<file path="config.mk">
export PLATFORM = sky130hd
export DESIGN_NAME = tcw_timer
export DESIGN_NICKNAME = d
export VERILOG_FILES = /design/src/rtl/tcw_pkg.sv /design/src/rtl/tcw_timer.sv
export SDC_FILE = /design/constraint.sdc
export NUM_CORES = 1
export LEC_CHECK = 0
export ABC_CLOCK_PERIOD_IN_PS = 2900
export BUFFER_PORTS_ARGS = -buffer_cell sky130_fd_sc_hd__buf_4
export CORE_MARGIN = 1.5
export CORE_UTILIZATION = 55
export CTS_CLUSTER_SIZE = 40
export DETAILED_ROUTE_END_ITERATION = 10
export PLACE_DENSITY = 0.85
export SYNTH_ARGS = -nofsm -noshare
export SYNTH_HDL_FRONTEND = slang
export SYNTH_SLANG_ARGS = --single-unit
</file>
<file path="constraint.sdc">
create_clock -name clk -period 2.9 [get_ports clk]
set_input_delay 0.29 -clock clk [delete_from_list [all_inputs] [get_ports clk]]
set_output_delay 0.29 -clock clk [all_outputs]
set_load 0.01 [all_outputs]
</file>
<file path="src/rtl/tcw_pkg.sv">
// Purpose: shared constants and types for the 8-bit timer compare unit
// Assumes: one clock, timer clock enable supplied from outside
// Notes:   register offsets are word indices on the plain register port
package tcw_pkg;

    // ************************************************
    // register map
    // ************************************************
    localparam logic [3:0] ADDR_CTRL   = 4'h0;
    localparam logic [3:0] ADDR_COUNT  = 4'h1;
    localparam logic [3:0] ADDR_CMP    = 4'h2;
    localparam logic [3:0] ADDR_FLAGS  = 4'h3;
    localparam logic [3:0] ADDR_PORT   = 4'h4;

    // ctrl fields: [7] force strobe, [5:4] output mode, [1:0] waveform mode
    localparam int CTRL_FORCE_BIT = 7;
    localparam int CTRL_COM_LSB   = 4;
    localparam int CTRL_WGM_LSB   = 0;
    // flags: [0] overflow, [1] compare
    localparam int FLAG_OVF_BIT   = 0;
    localparam int FLAG_CMP_BIT   = 1;
    // port: [0] port output value, [1] pin direction
    localparam int PORT_OUT_BIT   = 0;
    localparam int PORT_DIR_BIT   = 1;

    // ************************************************
    // reset values and counter extremes
    // ************************************************
    localparam logic [7:0] COUNT_BOTTOM = 8'h00;
    localparam logic [7:0] COUNT_MAX    = 8'hFF;
    localparam logic [7:0] RESET_BYTE   = 8'h00;
    localparam logic [1:0] COM_OFF      = 2'h0;
    localparam logic [1:0] COM_TOGGLE   = 2'h1;
    localparam logic [1:0] COM_CLEAR    = 2'h2;
    localparam logic [1:0] COM_SET      = 2'h3;

    typedef enum logic [1:0] {
        WGM_NORMAL = 2'h0,
        WGM_PHASE  = 2'h1,
        WGM_CLEAR  = 2'h2,
        WGM_FAST   = 2'h3
    } tcw_wgm_e;

    typedef struct packed {
        logic [3:0] addr;
        logic [7:0] wdata;
        logic       wr;
        logic       rd;
    } tcw_bus_s;

endpackage : tcw_pkg

</file>
<file path="src/rtl/tcw_timer.sv">
// Purpose: 8-bit timer counter with compare output and waveform modes
// Assumes: tick is the one-cycle timer clock enable from a prescaler
// Notes:   phase correct mode only holds the counter and output still
//
// Contract
// RL1: nonzero output mode routes waveform output to pin instead of port value
// RL2: software sets pin direction; block never changes direction itself
// RL3: pin override depends only on output mode, not waveform mode
// RL4: reset clears waveform output register to zero
// RL5: output mode zero leaves waveform output unchanged on matches
// RL6: new output mode acts from the first match after the write
// RL7: force strobe in non-PWM modes applies the output action at once
// RL8: counting depends only on waveform mode; output mode only shapes output
// RL9: normal mode always increments and wraps 0xFF to 0x00
// RL10: normal mode sets overflow flag as count becomes zero; only sets
// RL11: normal mode accepts a count write at any time
// RL12: clear-on-match mode counts up to compare value then clears
// RL13: compare below count in clear-on-match runs on to 0xFF and wraps
// RL14: clear-on-match compare value takes effect immediately on write
// RL15: clear-on-match with output mode 1 toggles output each match
// RL16: clear-on-match raises compare flag each time count reaches top
// RL17: clear-on-match sets overflow flag on roll from max to zero
// RL18: fast PWM counts up to max then clears next tick
// RL19: fast PWM mode 2 clears at match, sets at bottom; mode 3 inverse
// RL20: fast PWM sets overflow flag as the counter rolls from max to zero
// RL21: fast PWM compare zero gives spike; compare max gives steady level
// RL22: compare buffered in PWM modes, updated at top; direct otherwise
// RL23: match sets compare flag next tick; writing one clears it
// RL24: force strobe sets no flag and leaves the counter alone
// RL25: count write blocks compare matches in the next timer tick
// RL26: counting, matching and output updates other than force strobe only on timer clock enable
`timescale 1ns/100ps
`default_nettype none

module tcw_timer (
    input  wire logic       clk,
    input  wire logic       rst,
    input  wire logic       tick,
    input  wire logic [3:0] addr,
    input  wire logic [7:0] wdata,
    input  wire logic       wr,
    input  wire logic       rd,
    input  wire logic       irq_ack_ovf,
    input  wire logic       irq_ack_cmp,
    output logic      [7:0] rdata,
    output logic            pin_out,
    output logic            pin_oe,
    output logic            ovf_flag,
    output logic            cmp_flag
);

    // ************************************************
    // register port decode
    // ************************************************
    tcw_pkg::tcw_bus_s bus;
    assign bus = '{addr: addr, wdata: wdata, wr: wr, rd: rd};

    wire wr_ctrl  = bus.wr && (bus.addr == tcw_pkg::ADDR_CTRL);
    wire wr_count = bus.wr && (bus.addr == tcw_pkg::ADDR_COUNT);
    wire wr_cmp   = bus.wr && (bus.addr == tcw_pkg::ADDR_CMP);
    wire wr_flags = bus.wr && (bus.addr == tcw_pkg::ADDR_FLAGS);
    wire wr_port  = bus.wr && (bus.addr == tcw_pkg::ADDR_PORT);

    logic [1:0] com_q;
    logic [1:0] wgm_q;
    logic [7:0] count_q;
    logic [7:0] count_d;
    logic [7:0] cmp_buf_q;
    logic [7:0] cmp_act_q;
    logic       wave_q;
    logic       wave_d;
    logic       ovf_q;
    logic       cmp_q;
    logic       block_q;
    logic       port_out_q;
    logic       port_dir_q;
    logic       pin_out_q;
    logic       pin_oe_q;
    logic [7:0] rdata_q;
    logic [7:0] rdata_q_d;

    tcw_pkg::tcw_wgm_e wgm;
    assign wgm = tcw_pkg::tcw_wgm_e'(wgm_q);

    // ************************************************
    // mode decode
    // ************************************************
    wire is_pwm   = wgm_q[0];
    wire is_fast  = (wgm == tcw_pkg::WGM_FAST);
    wire is_clear = (wgm == tcw_pkg::WGM_CLEAR);
    wire is_phase = (wgm == tcw_pkg::WGM_PHASE);
    wire at_max   = (count_q == tcw_pkg::COUNT_MAX);

    // comparator sees the live compare value directly outside PWM
    wire [7:0] cmp_eff = is_pwm ? cmp_act_q : cmp_buf_q; // see RL14 see RL22
    // a count write blocks the match of the following tick
    wire match    = (count_q == cmp_eff) && !block_q; // see RL25
    wire match_ev = tick && match && !is_phase;        // see RL26

    wire force_ev = wr_ctrl && wdata[tcw_pkg::CTRL_FORCE_BIT]
                    && !is_pwm;                        // see RL7

    // ************************************************
    // counter next value
    // ************************************************
    always_comb begin
        count_d = count_q;
        if (tick) begin // see RL26
            case (wgm)
                tcw_pkg::WGM_NORMAL: count_d = count_q + 8'h01; // see RL9
                // a late compare is missed, so the count wraps past 0xFF
                tcw_pkg::WGM_CLEAR: begin // see RL12 see RL13
                    count_d = match ? tcw_pkg::COUNT_BOTTOM
                                    : count_q + 8'h01;
                end
                tcw_pkg::WGM_FAST: count_d = count_q + 8'h01; // see RL18
                default: count_d = count_q;
            endcase
        end
        if (wr_count) begin
            count_d = wdata; // see RL11
        end
    end

    // overflow on the roll from max; still set when a count write lands on that tick
    wire ovf_ev = tick && at_max && !is_phase; // see RL10 see RL17 see RL20

    // ************************************************
    // waveform output next value
    // ************************************************
    function automatic logic act(input logic [1:0] com, input logic cur);
        case (com)
            tcw_pkg::COM_TOGGLE: act = ~cur;
            tcw_pkg::COM_CLEAR:  act = 1'b0;
            tcw_pkg::COM_SET:    act = 1'b1;
            default:             act = cur;
        endcase
    endfunction : act

    always_comb begin
        wave_d = wave_q;
        if (is_fast && tick) begin
            // bottom edge first so a match at max (or zero) wins
            if (at_max && com_q[1]) begin
                wave_d = ~com_q[0]; // see RL19 see RL21
            end
            if (match && com_q[1]) begin
                wave_d = com_q[0]; // see RL19 see RL21
            end
            if (match && com_q == tcw_pkg::COM_TOGGLE) begin
                wave_d = ~wave_q;
            end
        end else if (!is_pwm && match_ev) begin
            wave_d = act(com_q, wave_q); // see RL5 see RL6 see RL15
        end
        if (force_ev) begin
            wave_d = act(wdata[tcw_pkg::CTRL_COM_LSB +: 2], wave_q); // see RL7
        end
    end

    // ************************************************
    // state registers
    // ************************************************
    always_ff @(posedge clk) begin
        if (rst) begin
            com_q   <= tcw_pkg::COM_OFF;
            wgm_q   <= 2'h0;
            count_q <= tcw_pkg::RESET_BYTE;
            wave_q  <= 1'b0; // see RL4
        end else begin
            if (wr_ctrl) begin
                // mode counts from the next match, no double buffer
                com_q <= wdata[tcw_pkg::CTRL_COM_LSB +: 2]; // see RL6
                wgm_q <= wdata[tcw_pkg::CTRL_WGM_LSB +: 2]; // see RL8
            end
            count_q <= count_d; // see RL24
            wave_q  <= wave_d;
        end
    end

    always_ff @(posedge clk) begin
        if (rst) begin
            cmp_buf_q <= tcw_pkg::RESET_BYTE;
            cmp_act_q <= tcw_pkg::RESET_BYTE;
            block_q   <= 1'b0;
        end else begin
            if (wr_cmp) begin
                cmp_buf_q <= wdata;
            end
            // pwm copy reloads at top; outside pwm it tracks the buffer
            if (!is_pwm || (tick && at_max)) begin // see RL22
                cmp_act_q <= wr_cmp ? wdata : cmp_buf_q;
            end
            // blocking lasts until the next tick, even if ticks are stopped
            if (wr_count) begin
                block_q <= 1'b1; // see RL25
            end else if (tick) begin
                block_q <= 1'b0;
            end
        end
    end

    // flags: hardware set wins over software clear
    always_ff @(posedge clk) begin
        if (rst) begin
            ovf_q <= 1'b0;
            cmp_q <= 1'b0;
        end else begin
            if (ovf_ev) begin
                ovf_q <= 1'b1; // see RL10
            end else if ((wr_flags && wdata[tcw_pkg::FLAG_OVF_BIT])
                         || irq_ack_ovf) begin
                ovf_q <= 1'b0;
            end
            if (match_ev) begin
                cmp_q <= 1'b1; // see RL16 see RL23
            end else if ((wr_flags && wdata[tcw_pkg::FLAG_CMP_BIT])
                         || irq_ack_cmp) begin
                cmp_q <= 1'b0; // see RL23
            end
        end
    end

    // ************************************************
    // port pin and read back
    // ************************************************
    wire pin_sel = (com_q != tcw_pkg::COM_OFF) ? wave_q
                                                : port_out_q; // see RL1 see RL3

    always_comb begin
        rdata_q_d = 8'h00;
        case (bus.addr)
            tcw_pkg::ADDR_CTRL:  rdata_q_d = {2'b00, com_q, 2'b00, wgm_q};
            tcw_pkg::ADDR_COUNT: rdata_q_d = count_q;
            tcw_pkg::ADDR_CMP:   rdata_q_d = cmp_buf_q;
            tcw_pkg::ADDR_FLAGS: rdata_q_d = {6'h00, cmp_q, ovf_q};
            tcw_pkg::ADDR_PORT:  rdata_q_d = {5'h00, wave_q, port_dir_q,
                                              port_out_q};
            default:             rdata_q_d = 8'h00;
        endcase
    end

    always_ff @(posedge clk) begin
        if (rst) begin
            port_out_q <= 1'b0;
            port_dir_q <= 1'b0;
            pin_out_q  <= 1'b0;
            pin_oe_q   <= 1'b0;
            rdata_q    <= 8'h00;
        end else begin
            if (wr_port) begin
                port_out_q <= wdata[tcw_pkg::PORT_OUT_BIT];
                port_dir_q <= wdata[tcw_pkg::PORT_DIR_BIT]; // see RL2
            end
            pin_out_q <= pin_sel;
            pin_oe_q  <= port_dir_q; // see RL2
            rdata_q   <= bus.rd ? rdata_q_d : 8'h00;
        end
    end

    assign rdata    = rdata_q;
    assign pin_out  = pin_out_q;
    assign pin_oe   = pin_oe_q;
    assign ovf_flag = ovf_q;
    assign cmp_flag = cmp_q;

    // ************************************************
    // checks
    // ************************************************
    reset_wave_a: assert property (@(posedge clk) // see RL4
        rst |=> !wave_q) else $error("wave not cleared by reset");

    pin_override_a: assert property (@(posedge clk) disable iff (rst) // see RL1
        (com_q != 2'h0) |=> pin_out_q == $past(wave_q))
        else $error("pin not following waveform output");

    com_off_hold_a: assert property (@(posedge clk) disable iff (rst) // see RL5
        (com_q == 2'h0 && !force_ev && !is_fast) |=> $stable(wave_q))
        else $error("wave changed with output mode off");

    normal_wrap_a: assert property (@(posedge clk) disable iff (rst) // see RL9
        (wgm_q == 2'h0 && tick && !wr_count && at_max) |=> count_q == 8'h00)
        else $error("normal mode did not wrap");

    ovf_set_a: assert property (@(posedge clk) disable iff (rst) // see RL10
        (tick && at_max && !is_phase) |=> ovf_q)
        else $error("overflow flag not set at max");

    match_clear_a: assert property ( // see RL12
        @(posedge clk) disable iff (rst)
        (is_clear && tick && match && !wr_count)
        |=> count_q == 8'h00 && cmp_q)
        else $error("count not cleared on match");

    match_toggle_a: assert property ( // see RL15
        @(posedge clk) disable iff (rst)
        (is_clear && com_q == 2'h1 && match_ev && !force_ev)
        |=> wave_q != $past(wave_q)) else $error("toggle on match missing");

    fast_clear_a: assert property (@(posedge clk) disable iff (rst) // see RL19
        (is_fast && com_q == 2'h2 && tick && match && !force_ev) |=> !wave_q)
        else $error("fast pwm not cleared at match");

    block_match_a: assert property (@(posedge clk) disable iff (rst) // see RL25
        wr_count |=> !match ##0 !cmp_q || $past(cmp_q))
        else $error("compare match not blocked after count write");

    force_noflag_a: assert property (@(posedge clk) disable iff (rst) // see RL24
        (force_ev && !match_ev && !cmp_q) |=> !cmp_q)
        else $error("force strobe set compare flag");

    // ************************************************
    // checks: counter and compare copy
    // ************************************************
    fast_wrap_a: assert property ( // see RL18
        @(posedge clk) disable iff (rst)
        (is_fast && tick && at_max && !wr_count) |=> count_q == 8'h00)
        else $error("fast pwm did not restart from bottom");

    tick_gate_a: assert property ( // see RL26
        @(posedge clk) disable iff (rst)
        (!tick && !wr_count) |=> $stable(count_q))
        else $error("count moved without a timer tick");

    cmp_direct_a: assert property ( // see RL14
        @(posedge clk) disable iff (rst)
        (!is_pwm && wr_cmp) |=> cmp_eff == $past(wdata))
        else $error("compare write not live outside pwm");

    cmp_hold_a: assert property ( // see RL22
        @(posedge clk) disable iff (rst)
        (is_pwm && !(tick && at_max)) |=> $stable(cmp_act_q))
        else $error("pwm compare copy moved before top");

    cmp_reload_a: assert property ( // see RL22
        @(posedge clk) disable iff (rst)
        (is_pwm && tick && at_max && !wr_cmp) |=> cmp_act_q == cmp_buf_q)
        else $error("pwm compare copy not reloaded at top");

    // ************************************************
    // checks: waveform output, pin and flags
    // ************************************************
    fast_set_a: assert property ( // see RL19
        @(posedge clk) disable iff (rst)
        (is_fast && com_q == 2'h2 && tick && at_max && !match) |=> wave_q)
        else $error("fast pwm not set at bottom");

    fast_match_a: assert property ( // see RL21
        @(posedge clk) disable iff (rst)
        (is_fast && com_q[1] && tick && match) |=> wave_q == $past(com_q[0]))
        else $error("fast pwm level wrong at match");

    wave_gate_a: assert property ( // see RL26
        @(posedge clk) disable iff (rst)
        (!tick && !force_ev) |=> $stable(wave_q))
        else $error("waveform output moved without a tick");

    force_toggle_a: assert property ( // see RL7
        @(posedge clk) disable iff (rst)
        (force_ev && !tick && wdata[tcw_pkg::CTRL_COM_LSB +: 2] == 2'h1)
        |=> wave_q != $past(wave_q)) else $error("forced toggle not applied");

    port_pass_a: assert property ( // see RL3
        @(posedge clk) disable iff (rst)
        (com_q == 2'h0) |=> pin_out_q == $past(port_out_q))
        else $error("pin not following port value");

    cmp_set_a: assert property ( // see RL23
        @(posedge clk) disable iff (rst)
        match_ev |=> cmp_q)
        else $error("match did not set compare flag");

    cmp_clear_a: assert property ( // see RL23
        @(posedge clk) disable iff (rst)
        (wr_flags && wdata[tcw_pkg::FLAG_CMP_BIT] && !match_ev) |=> !cmp_q)
        else $error("compare flag not cleared by write");

    ovf_hold_a: assert property ( // see RL10
        @(posedge clk) disable iff (rst)
        (ovf_q && !wr_flags && !irq_ack_ovf) |=> ovf_q)
        else $error("overflow flag cleared by hardware");

    flag_gate_a: assert property ( // see RL26
        @(posedge clk) disable iff (rst)
        !tick |=> !$rose(ovf_q) && !$rose(cmp_q))
        else $error("flag set without a timer tick");

endmodule : tcw_timer

`default_nettype wire

</file>
* After elaboration in Yosys (flattened, before gate mapping)
Cells that the tools add are included.
Widths: inputs -> output; s select.
** Storage, ports and cells
- Register bits :: 44
- Bits of input ports :: 19
- Output and inout bits :: 12
- Word-level logic and storage cells :: 95
** Cells by class
- Add/sub/neg operators :: 1
- Equal/unequal tests :: 17
- Muxes and demuxes :: 22
- Bitwise gates (word level) :: 3
- Reductions and logical operators :: 38
** Operator list (count)
- $mux 8 :: 5
- $pmux 8 s5 :: 1
- $logic_and 1x1->1 :: 19
- $pmux 8 s2 :: 1
- $mux 1 :: 13
- $eq 2x2->1 const B :: 6
- $add 8x1->8 const B :: 1
- $eq 4x2->1 const B :: 2
- $eq 8x8->1 :: 1
- $eq 8x8->1 const B :: 1
- $reduce_bool 2->1 :: 4
- $eq 2x1->1 const B :: 3
- $pmux 1 s3 :: 2
- $reduce_bool 3->1 :: 2
- $ne 5x2->1 const B :: 1
- $reduce_bool 5->1 :: 1
- $eq 4x1->1 const B :: 1
- $eq 4x3->1 const B :: 1
- $logic_not 4->1 :: 1
- $ne 4x1->1 const B :: 1
- $reduce_and 4->1 :: 1
- $reduce_or 2->1 :: 2
- $logic_not 1->1 :: 3
- $logic_or 1x1->1 :: 3
- other kinds (3) :: 5

* Logic depth before layout (Yosys ltp)
Gate-level depths: netlist of the first run.
- Word-level depth :: 9
- Depth in mapped cells :: 8
- Mapped depth without buffers :: 8

* Least setup slack after synthesis of the first run
No wires, ideal clock.
- Path type :: reg2reg
- Start point :: register wgm_q[0], in the netlist wgm[0]
- End point :: register count_q[2]
- Library setup time :: 0.134 ns
- Data arrival time :: 2.295 ns
- Data required time :: 2.766 ns
- Slack :: 0.471 ns
- Cell stages (with the launch flop) :: 9
- Path buffers :: 2
- Clock period less this slack :: 2.429 ns
- Cells stage by stage :: dfxtp_1 buf_6 mux2i_1 o21bai_1 or4_4 or4_4 buf_6 a32oi_1 o311ai_1
** Between the ends
- Longest elaborated chain between the ends :: 7
- Elaborated cells between the ends (all ways) :: 13
- Classes of those cells :: 3 x eq/ne; 5 x mux; 5 x reduce/logical
** Ends and longest elaborated chain
- start, declared :: line tcw_timer.sv:65 : logic [1:0] wgm_q;
- start signal, assigned :: line tcw_timer.sv:174 : wgm_q <= wdata[tcw_pkg::CTRL_WGM_LSB +: 2];
- $mux 8 :: line tcw_timer.sv:95 : wire [7:0] cmp_eff = is_pwm ? cmp_act_q : cmp_buf_q;
- $eq 8x8->1 :: line tcw_timer.sv:97 : wire match = (count_q == cmp_eff) && !block_q;
- $logic_and 1x1->1 :: line tcw_timer.sv:97
- $mux 8 :: line tcw_timer.sv:113 : count_d = match ? tcw_pkg::COUNT_BOTTOM
- $pmux 8 s2 :: line tcw_timer.sv:109 : case (wgm)
- $mux 8 :: line tcw_timer.sv:108 : if (tick) begin
- $mux 8 :: line tcw_timer.sv:120 : if (wr_count) begin
- end signal, assigned :: line tcw_timer.sv:168 : count_q <= tcw_pkg::RESET_BYTE;
- end signal, assigned :: line tcw_timer.sv:176 : count_q <= count_d;
- end, declared :: line tcw_timer.sv:66 : logic [7:0] count_q;
Parallel ways exist; a longest one is shown, timed or not. The select of a mux whose other input is x is not followed.
A chain may end at the register's enable or synchronous reset.

* Worst setup path in the final report of the first run
- Start point :: register wgm_q[0], in the netlist wgm[0]
- End point :: register count_q[6]
Same word-level chain as after synthesis.

==> flow_summary.rst, run 1 <==
.. list-table::
   :header-rows: 1

   * - Metric
     - Value
   * - Antenna Nets Post-Route
     - 0
   * - Detailed-routing iteration count for the pre-antenna-repair pass
     - 4
   * - Post-cts gate resize count
     - 0
   * - Worst Setup EP
     - count_q[6]$_SDFFE_PP0P_
   * - Die width
     - between 60 and 70 um
   * - Top cells by instance count after synthesis
     - 44 x sky130_fd_sc_hd__dfxtp_1, 43 x sky130_fd_sc_hd__nor2_1, 30 x sky130_fd_sc_hd__mux2i_1, 19 x sky130_fd_sc_hd__nand2_1, 14 x sky130_fd_sc_hd__nand3_1
   * - Arrival time reported for the critical path endpoint
     - roughly 2700 ps
   * - Post-Synthesis Net Count
     - between 300 and 400
   * - Leakage power of the design
     - 1.05 nW
   * - # port buffers
     - 30
   * - Unrepaired setup endpoints after global routing
     - no
   * - Worst reg2reg path endpoint
     - count_q[6]$_SDFFE_PP0P_
   * - Most frequently used flop master after synthesis
     - sky130_fd_sc_hd__dfxtp_1
   * - Total negative slack for setup checks
     - 0 ps
   * - Post-CTS setup-driven buffer insertion count
     - 0
   * - Largest stage delay on the critical path
     - 600 ps
   * - Io pins
     - 31
   * - Count of final setup violators
     - 0
   * - First-pass GRT wire length
     - 9270 um
   * - Core Footprint
     - a little over 4000 sq um
   * - Final Hold Viols
     - 0
   * - Final Skew
     - a little over 8 ps
   * - Category of the worst setup path launch point
     - flop
   * - Relative max-transition margin
     - 0.605
   * - Largest net degree at the start of global routing
     - between 40 and 50
   * - Critical-path maximum fanout
     - 10
   * - Effective utilization at floorplan
     - 0.582
   * - Cell area after technology mapping
     - 2360 sq um
   * - Antenna violations before repair
     - 0
   * - Worst Max-Slew Pin Slew
     - between 500 and 600 ps
   * - Synthesized flop and latch total
     - 44
   * - Total non-filler cell area in the finished layout
     - approximately 2700 sq um
   * - Power per cell area
     - approximately 430 nW/um^2
   * - GRT Residual Overflow
     - 0
   * - Final #Nets
     - around 320
   * - Worst Reg2Reg Path Length in Cells
     - 6
   * - Number of H-tree levels
     - 2
   * - Post-placement cell area
     - about 2600 sq um
   * - Final-layout fill cell count
     - around 350
   * - Clock root buffer master
     - sky130_fd_sc_hd__clkbuf_8
   * - FF-to-FF setup slack
     - roughly 350 ps
   * - YS warnings
     - 0
   * - Hold/Removal Path Class
     - primary input to flop
   * - Cell type with the highest occurrence count on the critical path
     - sky130_fd_sc_hd__or4_4
   * - Sequential area share after synthesis
     - 0.373
   * - Number of global-route vias before repair
     - about 1,900
   * - Post-detailed-route via-to-cell ratio
     - between 6 and 7
   * - Number of buffers between clock root and the deepest sink
     - 2
   * - Req. time, crit path
     - ~3100 ps
   * - Post-DP HPWL
     - 4140 um
   * - Layout Area Growth over Synthesis
     - 13.8%
   * - Chip height
     - just under 70 um
   * - Fin Hold WS
     - 227 ps
   * - Most frequently used cell type in the post-synthesis netlist
     - sky130_fd_sc_hd__dfxtp_1
   * - Post-detailed-routing wire length
     - 5650 um
   * - Crit path capture type
     - flop
   * - Die Footprint
     - between 4000 and 5000 sq um
   * - Critical path origin
     - wgm[0]$_SDFFE_PP0N_
   * - Minimum setup slack in the final design
     - 351 ps
   * - Cell Chain, Critical Path
     - mux2i_1 -> o21bai_1 -> or4_4 -> or4_4 -> a32oi_1 -> o311ai_1
   * - Count of unresolved DRC violations after routing
     - 0
   * - Yosys cell types
     - between 40 and 50
   * - Share of final-layout standard cells stronger than drive strength 1
     - 0.144
   * - Startpoint of the worst register-to-register path
     - wgm[0]$_SDFFE_PP0N_
   * - Critical path's slowest cell
     - sky130_fd_sc_hd__or4_4
   * - Worst setup slack before clock tree synthesis
     - 385 ps
   * - Drt initial violations
     - 175
   * - Wire length per cell
     - between 15 and 20 um
   * - Dominant cell type by area after synthesis
     - sky130_fd_sc_hd__dfxtp_1
   * - Clock-pin slew on the worst setup and hold paths
     - around 80 ps
   * - Number of max-slew violations in the final report
     - 0
   * - Number of enable-type register cells in the synthesized netlist
     - 0
   * - Number of maximum-capacitance constraint violations
     - 0
   * - Antenna fix cells
     - 0
   * - TritonCTS clock tree
     - yes
   * - Synthesized instance count
     - around 280
   * - Fraction of post-synthesis cell area in the top cell type by area
     - 0.373
   * - Sinks on Clock Net
     - 44
   * - Fraction of the cycle the final worst path needs
     - 0.879
   * - Core Util, Final
     - 0.662
   * - Clock buffer count from CTS
     - 5
   * - Row count
     - 23
   * - Final Wtd Congestion
     - just over 0.9
   * - Highest clock rate
     - approximately 0.39 GHz
   * - Clk_lat worst skew
     - around 290 ps
   * - Async S/R FF share, synth
     - 0
   * - Total global routing track utilization
     - 0.268
   * - Result of the run
     - completed
   * - Cell types occupying the most area after synthesis
     - sky130_fd_sc_hd__dfxtp_1 37%, sky130_fd_sc_hd__mux2i_1 13%, sky130_fd_sc_hd__nor2_1 6.8%
   * - Class of the most critical setup path
     - flop to flop
   * - Via count
     - 2,173
   * - Syn avg cell area
     - between 8 and 9 sq um
   * - Maximum VDD drop
     - between 0.3 and 0.4 mV
   * - Final critical path time including I/O delays and setup
     - approximately 2500 ps
   * - Number of buffers inserted for hold repair after clock tree synthesis
     - 0
==> worst max-delay path: cells and delay by family (launching register included) <==
family | cells | cell delay, ps
simple gates | 2 | 1130
mux | 1 | 300
compound gates | 3 | 420
flops | 1 | 580
==> worst min path at each step <==
| stage | endpoint | slack, ps | startpoint | cells past startpoint |
|---|---|---|---|---|
| 2_1_floorplan | count_q[2]$_SDFFE_PP0P_ | 410 | wdata[2] | 2 |
| 3_3_place_gp | block_q$_SDFFE_PP0P_ | 460 | block_q$_SDFFE_PP0P_ | 2 |
| 3_5_place_dp | block_q$_SDFFE_PP0P_ | 470 | block_q$_SDFFE_PP0P_ | 2 |
| 4_1_cts | count_q[2]$_SDFFE_PP0P_ | 230 | wdata[2] | 3 |
| 5_1_grt | count_q[3]$_SDFFE_PP0P_ | 220 | wdata[3] | 3 |
| 6_report | count_q[2]$_SDFFE_PP0P_ | 230 | wdata[2] | 3 |
==> state kept, by name (all words and copies together) (netlist names) <==
signal and cells:
port_out_q 1, cmp_act_q 8, cmp_flag 1, count_q 8, port_dir_q 1, wgm 2, ovf_flag 1, cmp_buf_q 8
block_q 1, com_q 2, rdata 8, pin_out 1, wave_q 1, pin_oe 1
==> placed cells by master (no fill, tap or decap), types with 2 or more instances in the layout <==
master                     Yosys  final
sky130_fd_sc_hd__xor2_1        4      4
sky130_fd_sc_hd__nor3b_1       5      5
sky130_fd_sc_hd__clkbuf_8      0      7
sky130_fd_sc_hd__dfxtp_1      44     44
sky130_fd_sc_hd__nor4_1        2      2
sky130_fd_sc_hd__nand3b_1      5      5
sky130_fd_sc_hd__inv_1         6      6
sky130_fd_sc_hd__o21ai_0       4      4
sky130_fd_sc_hd__a21oi_1       5      5
sky130_fd_sc_hd__o311ai_1      4      4
sky130_fd_sc_hd__a31oi_1       6      6
sky130_fd_sc_hd__a22oi_1       3      3
sky130_fd_sc_hd__nor2_1       43     43
sky130_fd_sc_hd__a32oi_1       5      5
sky130_fd_sc_hd__nand3_1      14     14
sky130_fd_sc_hd__nand4_1       6      6
sky130_fd_sc_hd__xnor2_1       4      4
sky130_fd_sc_hd__and3_1        7      7
sky130_fd_sc_hd__nand2_1      19     19
sky130_fd_sc_hd__mux2i_1      30     30
sky130_fd_sc_hd__ha_1          7      7
sky130_fd_sc_hd__or4_4         2      2
sky130_fd_sc_hd__buf_4         0     33
sky130_fd_sc_hd__nand2b_1      2      2
sky130_fd_sc_hd__o22ai_1       2      2
sky130_fd_sc_hd__or3_1         2      2
sky130_fd_sc_hd__and2_1        2      2
sky130_fd_sc_hd__a211oi_1      8      8
sky130_fd_sc_hd__nor2b_1       3      3
sky130_fd_sc_hd__o221ai_1      2      2
==> cells by family (layout without fill, tap and decap cells) <==
group,after synthesis,in the layout,share of synthesized area
simple gates,117,117,0.249
compound gates,46,46,0.140
flops,44,44,0.373
mux,30,30,0.127
buf+inv,23,46,0.0435
xor+xnor,8,8,0.0297
fa+ha+maj,7,7,0.0371
==> layout make-up <==
class	instances	area (sq um)	area share
Timing Repair Buffer	33	248	0.0922
Clock buffer	7	96.3	0.0359
Sequential cell	44	881	0.328
Multi-Input combinational cell	208	1380	0.512
Tap cell	50	62.6	0.0233
Inverter	6	22.5	0.00838
==> stage by stage <==
stage / instances / power, mW
floorplan: 275 / 0.716
detailed placement: 341 / 0.765
CTS: 348 / 1.17
finish: 348 / 1.16
global route: 348 / 1.21
global placement: 341 / 0.762
==> per-layer routing <==
| metal | wire [um] | GRT usage | up-vias |
|---|---|---|---|
| met5 | 0 | 0 | - |
| met4 | 93 | 0.110 | 0 |
| met3 | 495 | 0.0666 | 9 |
| met2 | 2600 | 0.401 | 110 |
| met1 | 2460 | 0.367 | 1016 |
| li1 | - | - | 1038 |
==> power breakdown <==
| group | switching, mW | internal (mW) |
|---|---|---|
| clock network | 0.197 | 0.212 |
| registers | 0.0132 | 0.614 |
| logic | 0.0717 | 0.0543 |
Power figures use the tool's default switching activity.
==> inputs of run 2 (changes only) <==
--- a/config.mk
+++ b/config.mk
@@ -5,7 +5,7 @@
 export SDC_FILE = /design/constraint.sdc
 export NUM_CORES = 1
 export LEC_CHECK = 0
-export ABC_CLOCK_PERIOD_IN_PS = 2900
+export ABC_CLOCK_PERIOD_IN_PS = 3260
 export BUFFER_PORTS_ARGS = -buffer_cell sky130_fd_sc_hd__buf_4
 export CORE_MARGIN = 1.5
 export CORE_UTILIZATION = 55
==> constraint.sdc (replaced) <==
create_clock -name clk -period 3.26 [get_ports clk]
set_input_delay 0.978 -clock clk [delete_from_list [all_inputs] [get_ports clk]]
set_output_delay 0.978 -clock clk [all_outputs]
set_load 0.01 [all_outputs]
==> flow_summary.rst, run 2 (synthesized netlist as in run 1, its figures left out) <==
.. list-table::
   :header-rows: 1

   * - Metric
     - Value
   * - Clock-pin slew on the worst setup and hold paths
     - 80 ps
   * - Number of buffers inserted for hold repair after clock tree synthesis
     - 0
   * - Unrepaired setup endpoints after global routing
     - no
   * - Largest net degree at the start of global routing
     - between 40 and 50
   * - Arrival time reported for the critical path endpoint
     - a little over 3000 ps
   * - Critical-path maximum fanout
     - 14
   * - Layout Area Growth over Synthesis
     - 13.8%
   * - Total negative slack for setup checks
     - 0 ps
   * - Share of total power in the clock network
     - 0.385
   * - Effective utilization at floorplan
     - 0.582
   * - Result of the run
     - completed
   * - Crit path capture type
     - flop
   * - Detailed-routing iteration count for the pre-antenna-repair pass
     - 6
   * - Antenna Nets Post-Route
     - 0
   * - Final Wtd Congestion
     - between 0.9 and 1
   * - Comb power frac
     - 0.101
   * - Relative contribution of sequential cells to total power
     - 0.514
   * - Io pins
     - 31
   * - Cell Chain, Critical Path
     - mux2i_1 -> o21bai_1 -> or4_4 -> or3_1 -> or3b_1 -> a21oi_1
   * - Relative max-transition margin
     - 0.570
   * - Number of instances on the worst hold path
     - 2
   * - Chip height
     - 68.5 um
   * - Number of global-route vias before repair
     - ~1,900
   * - Antenna fix cells
     - 0
   * - Power Internal
     - between 0.8 and 0.9 mW
   * - Post-detailed-route via-to-cell ratio
     - between 6 and 7
   * - Die Footprint
     - 4690 sq um
   * - Post-cts gate resize count
     - 0
   * - Worst Reg2Reg Path Length in Cells
     - 6
   * - Most common cell after layout, fill and taps aside
     - sky130_fd_sc_hd__dfxtp_1
   * - Number of buffers between clock root and the deepest sink
     - 2
   * - Category of the worst setup path launch point
     - flop
   * - GRT Residual Overflow
     - 0
   * - Worst Max-Slew Pin Slew
     - ~640 ps
   * - Class of the most critical setup path
     - flop to flop
   * - Critical path's slowest cell
     - sky130_fd_sc_hd__dfxtp_1
   * - Number of maximum-capacitance constraint violations
     - 0
   * - Wire length per cell
     - about 17 um
   * - Core Footprint
     - roughly 4000 sq um
   * - Fraction of the cycle the final worst path needs
     - 0.867
   * - Post-detailed-routing wire length
     - 5800 um
   * - Share of final-layout standard cells stronger than drive strength 1
     - 0.141
   * - Final critical path time including I/O delays and setup
     - about 2800 ps
   * - Sw Ratio
     - 0.248
   * - Hold/Removal Path Class
     - flop to flop
   * - Clock buffer count from CTS
     - 5
   * - Count of unresolved DRC violations after routing
     - 0
   * - Via count
     - around 2,100
   * - First-pass GRT wire length
     - slightly above 9000 um
   * - Req. time, crit path
     - about 3500 ps
   * - # port buffers
     - 30
   * - Net Switching
     - approximately 0.27 mW
   * - Number of max-slew violations in the final report
     - 0
   * - Final Skew
     - just over 7 ps
   * - Most frequent cells in the layout
     - 44 x sky130_fd_sc_hd__dfxtp_1, 43 x sky130_fd_sc_hd__nor2_1, 31 x sky130_fd_sc_hd__buf_4
   * - Sinks on Clock Net
     - between 40 and 50
   * - Die width
     - between 60 and 70 um
   * - Post-CTS setup-driven buffer insertion count
     - 0
   * - FF-to-FF setup slack
     - approximately 440 ps
   * - Clk_lat worst skew
     - just over 300 ps
   * - Number of H-tree levels
     - 2
   * - Total global routing track utilization
     - 0.272
   * - Leakage power of the design
     - 1.04 nW
   * - Post-DP HPWL
     - between 4000 and 5000 um
   * - Largest stage delay on the critical path
     - between 700 and 800 ps
   * - Power per cell area
     - around 410 nW/um^2
   * - Maximum VDD drop
     - 0.363 mV
   * - Drt initial violations
     - ~300
   * - Fin Hold WS
     - about 480 ps
   * - Final-layout fill cell count
     - 336
   * - Final #Nets
     - 322
   * - Clock root buffer master
     - sky130_fd_sc_hd__clkbuf_8
   * - Antenna violations before repair
     - 0
   * - Final Hold Viols
     - 0
   * - Highest clock rate
     - 0.354 GHz
   * - TritonCTS clock tree
     - yes
   * - Count of final setup violators
     - 0
   * - Row count
     - 23
==> run 2: worst paths after layout <==
path | start | end
worst max-delay path | wgm[0]$_SDFFE_PP0N_ | cmp_flag$_SDFFE_PP0P_
worst min-delay path | block_q$_SDFFE_PP0P_ | block_q$_SDFFE_PP0P_
worst max register to register | wgm[0]$_SDFFE_PP0N_ | cmp_flag$_SDFFE_PP0P_
worst min register to register | block_q$_SDFFE_PP0P_ | block_q$_SDFFE_PP0P_
==> run 2: power by group through the flow <==
stage	Sequential (mW)	Combinational [mW]	Clock, mW
detailed placement	0.573	0.108	0
global placement	0.573	0.104	0
finish	0.561	0.110	0.420
floorplan	0.567	0.0699	0
CTS	0.560	0.109	0.421
global route	0.562	0.120	0.446
==> run 2: cell type report <==
class | instances | area (sq um) | share of cell area
sequential | 44 | 881 | 0.328
tap | 50 | 62.6 | 0.0233
inverter | 6 | 22.5 | 0.00838
multi-input combinational | 208 | 1380 | 0.512
timing repair buffer | 31 | 233 | 0.0866
clock inverter | 3 | 42.5 | 0.0158
clock buffer | 5 | 68.8 | 0.0256
==> run 2: worst max-delay path: cells and delay by family (launching register included) <==
kind / cells / cell delay, ps
flops: 1 / 740
simple gates: 3 / 1370
compound gates: 2 / 310
mux: 1 / 310
==> run 2: stage by stage <==
stage                     setup WS (ps)  std cells  area, sq um  utilization  power, mW
final                               435        347         2690        0.662       1.09
after global routing                380        347         2690        0.662       1.13
after CTS                           485        347         2690        0.662       1.09
after detailed placement            505        339         2570        0.635      0.681
after global placement              602        339         2570        0.635      0.677
after floorplan                     620        275         2360            -      0.637
==> run 2: metal layers <==
layer	vias to the layer above	share of wire	track usage
li1	1039	-	-
met1	970	0.46	0.370
met2	94	0.46	0.415
met3	13	0.066	0.0601
met4	0	0.021	0.110
met5	-	0	0
